File: config.mk
export PLATFORM = sky130hd
export DESIGN_NAME = srap_device_flat
export DESIGN_NICKNAME = d
export VERILOG_FILES = /design/src/hw/srap_pkg.sv /design/src/hw/srap_if.sv /design/src/hw/srap_device.sv /design/src/hw/srap_sync.sv /design/src/flat_wrapper.sv
export SDC_FILE = /design/constraint.sdc
export NUM_CORES = 1
export LEC_CHECK = 0
export BUFFER_PORTS_ARGS = -buffer_cell sky130_fd_sc_hd__clkbuf_2
export CAP_MARGIN = 20
export CORE_MARGIN = 1
export CORE_UTILIZATION = 35
export CTS_CLUSTER_SIZE = 25
export DETAILED_ROUTE_END_ITERATION = 6
export SLEW_MARGIN = 10
export SYNTH_ARGS = -nofsm -noshare
export SYNTH_HDL_FRONTEND = slang
export SYNTH_SLANG_ARGS = --single-unit
File: constraint.sdc
create_clock -name sys_clk_i -period 8.47 [get_ports sys_clk_i]
set_input_delay 0.847 -clock sys_clk_i [delete_from_list [all_inputs] [get_ports sys_clk_i]]
set_output_delay 0.847 -clock sys_clk_i [all_outputs]
set_load 0.005 [all_outputs]
File: src/hw/srap_pkg.sv
// Shared constants and types for the serial register access port
package srap_pkg;
   localparam int ADDR_W = 15;
   localparam int DATA_W = 8;
   localparam int FRAME_BITS = 24;
   localparam int HDR_BITS = 16;
   localparam logic [4:0] CNT_HDR_LAST = 5'h0F;
   localparam logic [4:0] CNT_FRAME_LAST = 5'h17;
   localparam logic [2:0] BIT_LAST = 3'h7;
   localparam int N_CORES = 6;
   localparam int N_INPUTS = 4;
   localparam logic [ADDR_W-1:0] ADDR_CTRL = 15'h0010;
   localparam logic [ADDR_W-1:0] ADDR_CAL = 15'h0061;
   localparam logic [ADDR_W-1:0] ADDR_FULLSCALE_LO = 15'h0030;
   localparam logic [ADDR_W-1:0] ADDR_FULLSCALE_HI = 15'h0031;
   localparam logic [ADDR_W-1:0] ADDR_REFV_TRIM = 15'h007C;
   localparam logic [ADDR_W-1:0] ADDR_TERM_TRIM = 15'h007E;
   localparam logic [ADDR_W-1:0] ADDR_OFFSET_TRIM = 15'h0100;
   localparam logic [ADDR_W-1:0] ADDR_GAIN_TRIM = 15'h0110;
   localparam int BIT_DIR_UP = 5;
   localparam int BIT_HOLD = 3;
   localparam int BIT_BACKGROUND_CAL_ENABLE = 1;
   localparam int BIT_FOREGROUND_OFFSET_CAL_ENABLE = 2;
   localparam logic [7:0] CTRL_RESET = 8'h20;
   localparam logic [7:0] CAL_RESET = 8'h00;
   localparam logic [15:0] FULLSCALE_RESET = 16'hA000;
   localparam logic [7:0] TRIM_RESET = 8'h80;
   localparam logic [7:0] REG_ZERO = 8'h00;
   localparam int HOST_DIV = 4;
   typedef enum logic [1:0] {SR_HDR, SR_WR, SR_RD} srap_phase_t;
endpackage

File: src/hw/srap_if.sv
// Four-wire serial link between host and device
`timescale 1ns/1ps
interface srap_if;
   logic sclk;
   logic serial_select_n;
   logic sdi;
   logic sdo;
   logic sdo_oe;
   modport device (input sclk, input serial_select_n, input sdi, output sdo, output sdo_oe);
   modport host (output sclk, output serial_select_n, output sdi, input sdo, input sdo_oe);
endinterface

File: src/hw/srap_device.sv
// Device end: serial register port with trim and calibration registers
// Function
// - Host holds select low for whole access
// - Sample data in on rising clock
// - No minimum clock rate, no timeouts
// - Frame is flag, address, data: 24 bits
// - All fields shift most significant bit first
// - Wide registers stored little-endian
// - Data out released during writes and header
// - First bit one reads, zero writes
// - Next fifteen bits are the address
// - Write stores final eight bits
// - Read drives register on final eight bits
// - Further bytes stream while select low
// - Address steps up or down per byte
// - Address hold stops address stepping
// - Host avoids access during calibration
// - Calibration never alters gain trims
// - Trims of absent inputs accessible, no effect
// - Separate offset trim per each of six cores
// - Offset plus background cal writes offset trims
// - Full scale common, gain trims per core
// - Host avoids offset trim writes under calibration
`timescale 1ns/1ps
module srap_device #(
   parameter int N_CH = 4
) (
   // Clock and reset
   input wire logic sys_clk_i,
   input wire logic rst_i,
   // Serial link
   srap_if.device link,
   // Calibration engine side
   input wire logic cal_busy_i,
   input wire logic cal_done_i,
   input wire logic [srap_pkg::N_CORES*8-1:0] cal_offset_i,
   // Trim outputs to analog
   output logic [srap_pkg::N_CORES*8-1:0] core_offset_trim_o,
   output logic [srap_pkg::N_CORES*8-1:0] core_gain_trim_o,
   output logic [srap_pkg::N_INPUTS*8-1:0] termination_trim_o,
   output logic [7:0] reference_voltage_trim_o,
   output logic [15:0] fullscale_adjust_o,
   output logic foreground_offset_cal_enable_o,
   output logic background_cal_enable_o,
   output logic write_strobe_o
);
   typedef struct packed {
      srap_pkg::srap_phase_t phase;
      logic [4:0] cnt;
      logic [2:0] bitn;
      logic [srap_pkg::ADDR_W-1:0] addr;
      logic [7:0] shift;
      logic [7:0] rd_data;
      logic sdo;
      logic sdo_oe;
      logic wstb;
      logic [7:0] ctrl;
      logic [7:0] cal;
      logic [15:0] fullscale;
      logic [7:0] refv;
      logic [srap_pkg::N_INPUTS*8-1:0] term;
      logic [srap_pkg::N_CORES*8-1:0] ofs;
      logic [srap_pkg::N_CORES*8-1:0] gain;
   } srap_dev_t;
   srap_dev_t st;
   srap_dev_t next_st;
   localparam logic [4:0] CNT_ZERO = 5'h00;
   logic sel_n;
   logic sck_rise;
   logic sck_fall;
   logic sdi_s;
   srap_sync u_sync_sel (.sys_clk_i(sys_clk_i), .rst_i(rst_i), .reset_val_i(1'b1),
      .async_i(link.serial_select_n), .level_o(sel_n), .rise_o(), .fall_o());
   srap_sync u_sync_sck (.sys_clk_i(sys_clk_i), .rst_i(rst_i), .reset_val_i(1'b0),
      .async_i(link.sclk), .level_o(), .rise_o(sck_rise), .fall_o(sck_fall));
   srap_sync u_sync_sdi (.sys_clk_i(sys_clk_i), .rst_i(rst_i), .reset_val_i(1'b0),
      .async_i(link.sdi), .level_o(sdi_s), .rise_o(), .fall_o());

   // Register read mux, shared by first byte and streamed bytes
   function automatic logic [7:0] rd_reg(input srap_dev_t s, input logic [14:0] a);
      logic [7:0] r;
      r = srap_pkg::REG_ZERO;
      if (a == srap_pkg::ADDR_CTRL) r = s.ctrl;
      if (a == srap_pkg::ADDR_CAL) r = s.cal;
      if (a == srap_pkg::ADDR_FULLSCALE_LO) r = s.fullscale[7:0];
      if (a == srap_pkg::ADDR_FULLSCALE_HI) r = s.fullscale[15:8];
      if (a == srap_pkg::ADDR_REFV_TRIM) r = s.refv;
      for (int i = 0; i < srap_pkg::N_INPUTS; i++) begin
         if (a == srap_pkg::ADDR_TERM_TRIM + 15'(i)) r = s.term[i*8 +: 8];
      end
      for (int i = 0; i < srap_pkg::N_CORES; i++) begin
         if (a == srap_pkg::ADDR_OFFSET_TRIM + 15'(i)) r = s.ofs[i*8 +: 8];
         if (a == srap_pkg::ADDR_GAIN_TRIM + 15'(i)) r = s.gain[i*8 +: 8];
      end
      return r;
   endfunction

   // Next streaming address
   function automatic logic [14:0] step_addr(input logic [7:0] c, input logic [14:0] a);
      logic [14:0] r;
      r = a;
      if (!c[srap_pkg::BIT_HOLD]) begin
         r = c[srap_pkg::BIT_DIR_UP] ? a + 15'h0001 : a - 15'h0001;
      end
      return r;
   endfunction

   always_comb begin
      logic [7:0] wbyte;
      wbyte = {st.shift[6:0], sdi_s};
      next_st = st;
      next_st.wstb = 1'b0;
      if (sel_n) begin
         // Abort: any frame in flight is dropped
         next_st.phase = srap_pkg::SR_HDR;
         next_st.cnt = '0;
         next_st.bitn = '0;
         next_st.sdo_oe = 1'b0;
      end else if (sck_rise) begin
         next_st.shift = wbyte;
         case (st.phase)
            srap_pkg::SR_HDR: begin
               next_st.cnt = st.cnt + 5'h01;
               if (st.cnt == CNT_ZERO) begin
                  // Park the flag here; it sits in the top bit when the last address bit arrives
                  next_st.addr = {{(srap_pkg::ADDR_W-1){1'b0}}, sdi_s};
               end else begin
                  next_st.addr = {st.addr[13:0], sdi_s};
               end
               if (st.cnt == srap_pkg::CNT_HDR_LAST) begin
                  next_st.phase = st.addr[srap_pkg::ADDR_W-1] == 1'b1
                     ? srap_pkg::SR_RD : srap_pkg::SR_WR;
                  next_st.bitn = '0;
                  next_st.rd_data = rd_reg(st, {st.addr[13:0], sdi_s});
               end
            end
            srap_pkg::SR_WR: begin
               next_st.bitn = st.bitn + 3'h1;
               if (st.bitn == srap_pkg::BIT_LAST) begin
                  next_st.wstb = 1'b1;
                  next_st.addr = step_addr(st.ctrl, st.addr);
                  if (st.addr == srap_pkg::ADDR_CTRL) next_st.ctrl = wbyte;
                  if (st.addr == srap_pkg::ADDR_CAL) next_st.cal = wbyte;
                  if (st.addr == srap_pkg::ADDR_FULLSCALE_LO) next_st.fullscale[7:0] = wbyte;
                  if (st.addr == srap_pkg::ADDR_FULLSCALE_HI) next_st.fullscale[15:8] = wbyte;
                  if (st.addr == srap_pkg::ADDR_REFV_TRIM) next_st.refv = wbyte;
                  for (int i = 0; i < srap_pkg::N_INPUTS; i++) begin
                     if (st.addr == srap_pkg::ADDR_TERM_TRIM + 15'(i)) next_st.term[i*8 +: 8] = wbyte;
                  end
                  for (int i = 0; i < srap_pkg::N_CORES; i++) begin
                     if (st.addr == srap_pkg::ADDR_OFFSET_TRIM + 15'(i)) next_st.ofs[i*8 +: 8] = wbyte;
                     if (st.addr == srap_pkg::ADDR_GAIN_TRIM + 15'(i)) next_st.gain[i*8 +: 8] = wbyte;
                  end
               end
            end
            srap_pkg::SR_RD: begin
               // Input bits ignored during read data
               next_st.bitn = st.bitn + 3'h1;
               if (st.bitn == srap_pkg::BIT_LAST) begin
                  next_st.addr = step_addr(st.ctrl, st.addr);
                  next_st.rd_data = rd_reg(st, step_addr(st.ctrl, st.addr));
               end
            end
            default: next_st.phase = srap_pkg::SR_HDR;
         endcase
      end else if (sck_fall && st.phase == srap_pkg::SR_RD) begin
         next_st.sdo_oe = 1'b1;
         next_st.sdo = st.rd_data[srap_pkg::BIT_LAST - st.bitn];
      end
      if (st.phase != srap_pkg::SR_RD) next_st.sdo_oe = 1'b0;
      // Calibration loads offset trims only; gains untouched
      if (cal_done_i && st.cal[srap_pkg::BIT_FOREGROUND_OFFSET_CAL_ENABLE] && st.cal[srap_pkg::BIT_BACKGROUND_CAL_ENABLE]) begin
         next_st.ofs = cal_offset_i;
      end
   end

   always_ff @(posedge sys_clk_i) begin
      if (rst_i) begin
         st <= '{phase: srap_pkg::SR_HDR, cnt: '0, bitn: '0, addr: '0, shift: '0,
            rd_data: '0, sdo: 1'b0, sdo_oe: 1'b0, wstb: 1'b0, ctrl: srap_pkg::CTRL_RESET,
            cal: srap_pkg::CAL_RESET, fullscale: srap_pkg::FULLSCALE_RESET,
            refv: srap_pkg::TRIM_RESET, term: {srap_pkg::N_INPUTS{srap_pkg::TRIM_RESET}},
            ofs: {srap_pkg::N_CORES{srap_pkg::TRIM_RESET}},
            gain: {srap_pkg::N_CORES{srap_pkg::TRIM_RESET}}};
      end else begin
         st <= next_st;
      end
   end

   assign link.sdo = st.sdo;
   assign link.sdo_oe = st.sdo_oe;
   assign core_offset_trim_o = st.ofs;
   assign core_gain_trim_o = st.gain;
   // Inputs beyond N_CH read back but never reach the analog side
   generate
      for (genvar g = 0; g < srap_pkg::N_INPUTS; g++) begin : g_term
         assign termination_trim_o[g*8 +: 8] = (g < N_CH) ? st.term[g*8 +: 8]
            : srap_pkg::TRIM_RESET;
      end
   endgenerate
   assign reference_voltage_trim_o = st.refv;
   assign fullscale_adjust_o = st.fullscale;
   assign foreground_offset_cal_enable_o = st.cal[srap_pkg::BIT_FOREGROUND_OFFSET_CAL_ENABLE];
   assign background_cal_enable_o = st.cal[srap_pkg::BIT_BACKGROUND_CAL_ENABLE];
   assign write_strobe_o = st.wstb;
   logic unused;
   assign unused = cal_busy_i;
endmodule

File: src/hw/srap_sync.sv
// Two-flop synchroniser with rise and fall detect on the synced level
`timescale 1ns/1ps
module srap_sync (
   // Clock and reset
   input wire logic sys_clk_i,
   input wire logic rst_i,
   input wire logic reset_val_i,
   // Async level in
   input wire logic async_i,
   // Synced level and edges
   output logic level_o,
   output logic rise_o,
   output logic fall_o
);
   typedef struct packed {
      logic s1;
      logic s2;
      logic s3;
   } srap_sync_t;
   srap_sync_t st;
   srap_sync_t next_st;
   always_comb begin
      next_st = st;
      next_st.s1 = async_i;
      next_st.s2 = st.s1;
      next_st.s3 = st.s2;
   end
   always_ff @(posedge sys_clk_i) begin
      if (rst_i) begin
         // Start at the pin's idle level so no false edge follows reset
         st <= '{s1: reset_val_i, s2: reset_val_i, s3: reset_val_i};
      end else begin
         st <= next_st;
      end
   end
   assign level_o = st.s2;
   assign rise_o = st.s2 & ~st.s3;
   assign fall_o = ~st.s2 & st.s3;
endmodule

File: src/flat_wrapper.sv
// flat-port wrapper written by rule: the top's interface ports become plain ports
module srap_device_flat 
#(
   parameter int N_CH = 4
)
  (sys_clk_i, rst_i, cal_busy_i, cal_done_i, cal_offset_i, core_offset_trim_o, core_gain_trim_o, termination_trim_o, reference_voltage_trim_o, fullscale_adjust_o, foreground_offset_cal_enable_o, background_cal_enable_o, write_strobe_o, link_sclk, link_serial_select_n, link_sdi, link_sdo, link_sdo_oe);
  srap_if link_i ();
  input wire logic sys_clk_i;
  input wire logic rst_i;
  input wire logic cal_busy_i;
  input wire logic cal_done_i;
  input wire logic [srap_pkg::N_CORES*8-1:0] cal_offset_i;
  output logic [srap_pkg::N_CORES*8-1:0] core_offset_trim_o;
  output logic [srap_pkg::N_CORES*8-1:0] core_gain_trim_o;
  output logic [srap_pkg::N_INPUTS*8-1:0] termination_trim_o;
  output logic [7:0] reference_voltage_trim_o;
  output logic [15:0] fullscale_adjust_o;
  output logic foreground_offset_cal_enable_o;
  output logic background_cal_enable_o;
  output logic write_strobe_o;
  input wire logic [$bits(link_i.sclk)-1:0] link_sclk;
  input wire logic [$bits(link_i.serial_select_n)-1:0] link_serial_select_n;
  input wire logic [$bits(link_i.sdi)-1:0] link_sdi;
  output wire logic [$bits(link_i.sdo)-1:0] link_sdo;
  output wire logic [$bits(link_i.sdo_oe)-1:0] link_sdo_oe;
  assign link_i.sclk = link_sclk;
  assign link_i.serial_select_n = link_serial_select_n;
  assign link_i.sdi = link_sdi;
  assign link_sdo = link_i.sdo;
  assign link_sdo_oe = link_i.sdo_oe;
  srap_device #(.N_CH(N_CH)) u_core (.sys_clk_i(sys_clk_i), .rst_i(rst_i), .link(link_i), .cal_busy_i(cal_busy_i), .cal_done_i(cal_done_i), .cal_offset_i(cal_offset_i), .core_offset_trim_o(core_offset_trim_o), .core_gain_trim_o(core_gain_trim_o), .termination_trim_o(termination_trim_o), .reference_voltage_trim_o(reference_voltage_trim_o), .fullscale_adjust_o(fullscale_adjust_o), .foreground_offset_cal_enable_o(foreground_offset_cal_enable_o), .background_cal_enable_o(background_cal_enable_o), .write_strobe_o(write_strobe_o));
endmodule
==> results <==
- The flow ran to the end, and the final reports show no timing, DRC or antenna violations.
- For this run, the total global-route usage over all layers was measured as 0.289.
- The congestion estimate from routability-driven global placement came to 0.948.
- Of the cells placed in the final design, the portion with a size suffix greater than 1 is 0.173.
- Synthesis produced a netlist whose cell count is 1916.
- After synthesis the cells add up to 14800 um^2.
- The largest net degree at the start of global routing is 104.
- The final antenna diode count is 0.
- The filler cell count is 4321.
- The floorplan die width is 208 um.
- For this run, the register share of the synthesized area comes to 0.295.
- The number of antenna violations at the first check in global routing is 0.
- The worst path arrival time is 6.32 ns.
- Traced cell by cell, the critical path runs through inv_1 -> ha_1 -> o211a_1 -> a21oi_1 -> o2111ai_1 -> nand3_1 -> nor4_4 -> a22oi_1 -> a221o_1 -> a21oi_1 -> o221ai_1 -> a2111oi_1 -> a2bb2oi_1.
- The areal power density over the cells is 143 nW/um^2.
- In this run the worst path has a maximum fanout of 14.
- The die height is 208 um.
- The initial utilization of the core area, before any placement, comes to 0.358.
- The count of flip-flops with a built-in enable after synthesis is 0.
- After clock tree synthesis, the repair step resized 0 gates.
- The kind of end point of the critical path is a register.
- The clock tree root buffer cell is clkbuf_16.
- Once the clock tree was built, the setup fixing pass inserted 0 buffers.
- In the finished design, the share of the clock period the worst path needs comes to 0.688.
- The first global-routing pass estimated 95000 um of wire.
- The number of flip-flops and latches in the synthesized netlist is 218.
- The critical path start-end classification is reg -> reg.
- Across the whole layout, storage elements account for 4360 um^2.
- The share of synthesized area in the top cell type comes to 0.295.
- By area the synthesized netlist is led by dfxtp_1 (29%), nor2_1 (8.5%), buf_4 (8.0%).
- TritonCTS built the clock tree.
- After detailed routing, the total wire length is 64900 um.
- Excluding fillers, the count of instances in the completed layout stands at 2454.
- The slowest cell on the critical path is a2111oi_1.
- The standard-cell row count is 74.
- Buffers placed on the I/O ports in this run total 210.
- The later pin in the worst-skew pair is clocked with a latency of 0.56 ns.
- The remaining antenna violation count after routing is 0.
- After legalization and detailed placement, the total HPWL measured 48500 um.
- The nature of the critical path startpoint is a register.
- The top flip-flop cell by instance count after synthesis is dfxtp_1.
- After synthesis, the mean cell area works out to 7.72 um^2.
- The path type of the worst min-delay path is reg -> reg.
- At the worst endpoint, the required time is 8.96 ns.
- Between clock sinks in the finished design, the worst skew comes to 0.0237 ns.
- Buffers inserted to repair hold after CTS numbered 0.
- The minimum clock period after layout is 5.83 ns.
- For this design the static power due to leakage is 6.61 nW.
- The sum of overflow across all layers after global routing is 0.
- The layout-stage area growth over the synthesis result is 7.80%.
- The most repeated cell in the gate-level netlist after synthesis is nor2_1.
- The final-report max-slew violation count was 0.
- In this run the count of I/O pins placed on the die edge is 212.
- The clock drives 218 sinks.
- The core outline area is 41300 um^2.
- The largest single stage delay on the critical path is 0.94 ns.
- The via count of the first global-routing pass is 13944.
- Together, buffers and inverters on the worst path number 1.
- The Yosys step of the flow raised 0 warnings.
- Once placement completed, the tool counted placed cells totaling 2405.
- The maximum root-to-sink buffer count is 3.
- After routing, the total negative slack on setup checks comes to 0 ns.
- Based on the critical path, the design can be clocked at up to 172 MHz.
- The final total power is 0.00229 W.
- For this run, the post-layout net count is 1981.
- dfxtp_1 takes more of the synthesized area than any other cell.
- The H-tree depth reported by CTS is 1.
- IR analysis of the VDD net gives a maximum drop of 0.121 mV.
- The worst slew slack as a fraction of its limit is 0.213.
- In the final layout, the multi-input gates occupy 8630 um^2.
- The number of nets handed over by synthesis was 1994.
- The cell with the most instances on the worst path is a21oi_1.
- The floorplan die area is 43100 um^2.
- The via density per instance is 6.27.
- The final number of hold-violating endpoints is 0.
- After synthesis, the netlist uses 91 different library cells.
- Setup repair after global routing left no endpoint under its margin.
- The via total after detailed routing is 15396.
- By count the netlist is led by nor2_1 (337), dfxtp_1 (218), buf_4 (157), nand2_1 (131), clkbuf_1 (101).
- The detailed router finished its first iteration with 1783 violations.
- For this run, design rule violations remaining after detail routing come to 0.
- The total iterations of the first detailed-routing run is 5.
- Max-cap violations in this run came to 0.
- In the synthesized netlist the async set-or-reset flop fraction comes to 0.
- Setup violations remaining at the end of the flow were counted as 0.
- The family of cells with the greatest summed delay on the critical path is compound AO/OA/AOI/OAI gates.
- After detailed routing, the average wire length per cell comes to 26.5 um.
- After clock tree synthesis, the clock-pin slew on the worst setup and hold paths is 0.06 ns.
- TritonCTS created 26 clock buffers.
- At the pin with the least slew margin, the transition time is 1.17 ns.
cells in the final DEF (no fill, tap or decap), types with 24 or more instances in the layout:
cell,netlist,routed
a21oi_1,96,95
mux2i_1,95,95
dfxtp_1,218,218
nand2_1,131,131
clkbuf_16,0,27
nor3_1,53,52
nor2_1,337,337
a221oi_1,57,57
buf_4,157,28
nand3_1,66,66
a22oi_1,35,35
a211oi_1,37,37
o21ai_0,50,50
inv_1,32,32
nor4_1,25,24
clkbuf_2,0,210
final timing paths:
path	startpoint	endpoint	slack (ns)	cells after the start
min reg2reg	u_core.u_sync_sel.next_st[1]$_SDFF_PP1_	u_core.u_sync_sel.level_o$_SDFF_PP1_	0.42	1
max reg2reg	u_core.st[165]$_SDFFE_PP1P_	u_core.st[175]$_SDFFE_PP0P_	2.64	13
min	u_core.u_sync_sel.next_st[1]$_SDFF_PP1_	u_core.u_sync_sel.level_o$_SDFF_PP1_	0.42	1
max	u_core.st[165]$_SDFFE_PP1P_	u_core.st[175]$_SDFFE_PP0P_	2.64	13
layer usage:
metal,share of wire,wire (um),vias up,GRT usage
met5,0,0,-,0
met4,0.042,2720,0,0.108
li1,-,-,6920,-
met1,0.45,28900,7537,0.412
met3,0.078,5080,125,0.0425
met2,0.43,28200,814,0.438
power breakdown:
| group | total (W) | internal (W) | leakage [nW] | switching [W] |
|---|---|---|---|---|
| sequential | 0.00103 | 0.00103 | 1.76 | 0.00000409 |
| combinational | 0.0000947 | 0.0000260 | 4.42 | 0.0000686 |
| clock | 0.00116 | 0.000687 | 0.432 | 0.000472 |
flip-flops by register name, summed over array words and instances, names as in the netlist, 8 cells and up:
name                             flops
u_core.st                           54
u_core.core_gain_trim_o             48
u_core.core_offset_trim_o           48
u_core.termination_trim_o           32
u_core.fullscale_adjust_o           16
u_core.reference_voltage_trim_o      8
kinds of logic after synthesis:
group / after synthesis / share of synthesized area
simple gates: 767 / 0.248
compound gates: 487 / 0.240
buf+inv: 315 / 0.124
flops: 218 / 0.295
mux: 101 / 0.0705
fa+ha+maj: 23 / 0.0200
xor+xnor: 5 / 0.00296
stage by stage:
| stage | worst slack (ns) | utilization | hold slack (ns) | cell area [um^2] |
|---|---|---|---|---|
| 2_1_floorplan | 4.58 | - | 0.389 | 14800 |
| 3_3_place_gp | 2.92 | 0.364 | 0.404 | 15000 |
| 3_5_place_dp | 2.96 | 0.364 | 0.407 | 15000 |
| 4_1_cts | 2.92 | 0.386 | 0.422 | 15900 |
| 5_1_grt | 2.56 | 0.386 | 0.444 | 16000 |
| 6_report | 2.64 | 0.386 | 0.417 | 16000 |
final cells by class:
type                    instances  share of cell area
clock buffers                  34              0.0471
clock inverters                13             0.00839
inverters                      35             0.00824
multi-input cells            1383               0.541
flip-flops and latches        218               0.274
well taps                     532              0.0417
repair buffers                239              0.0798
Note: power is estimated with default switching activity, not from simulation.
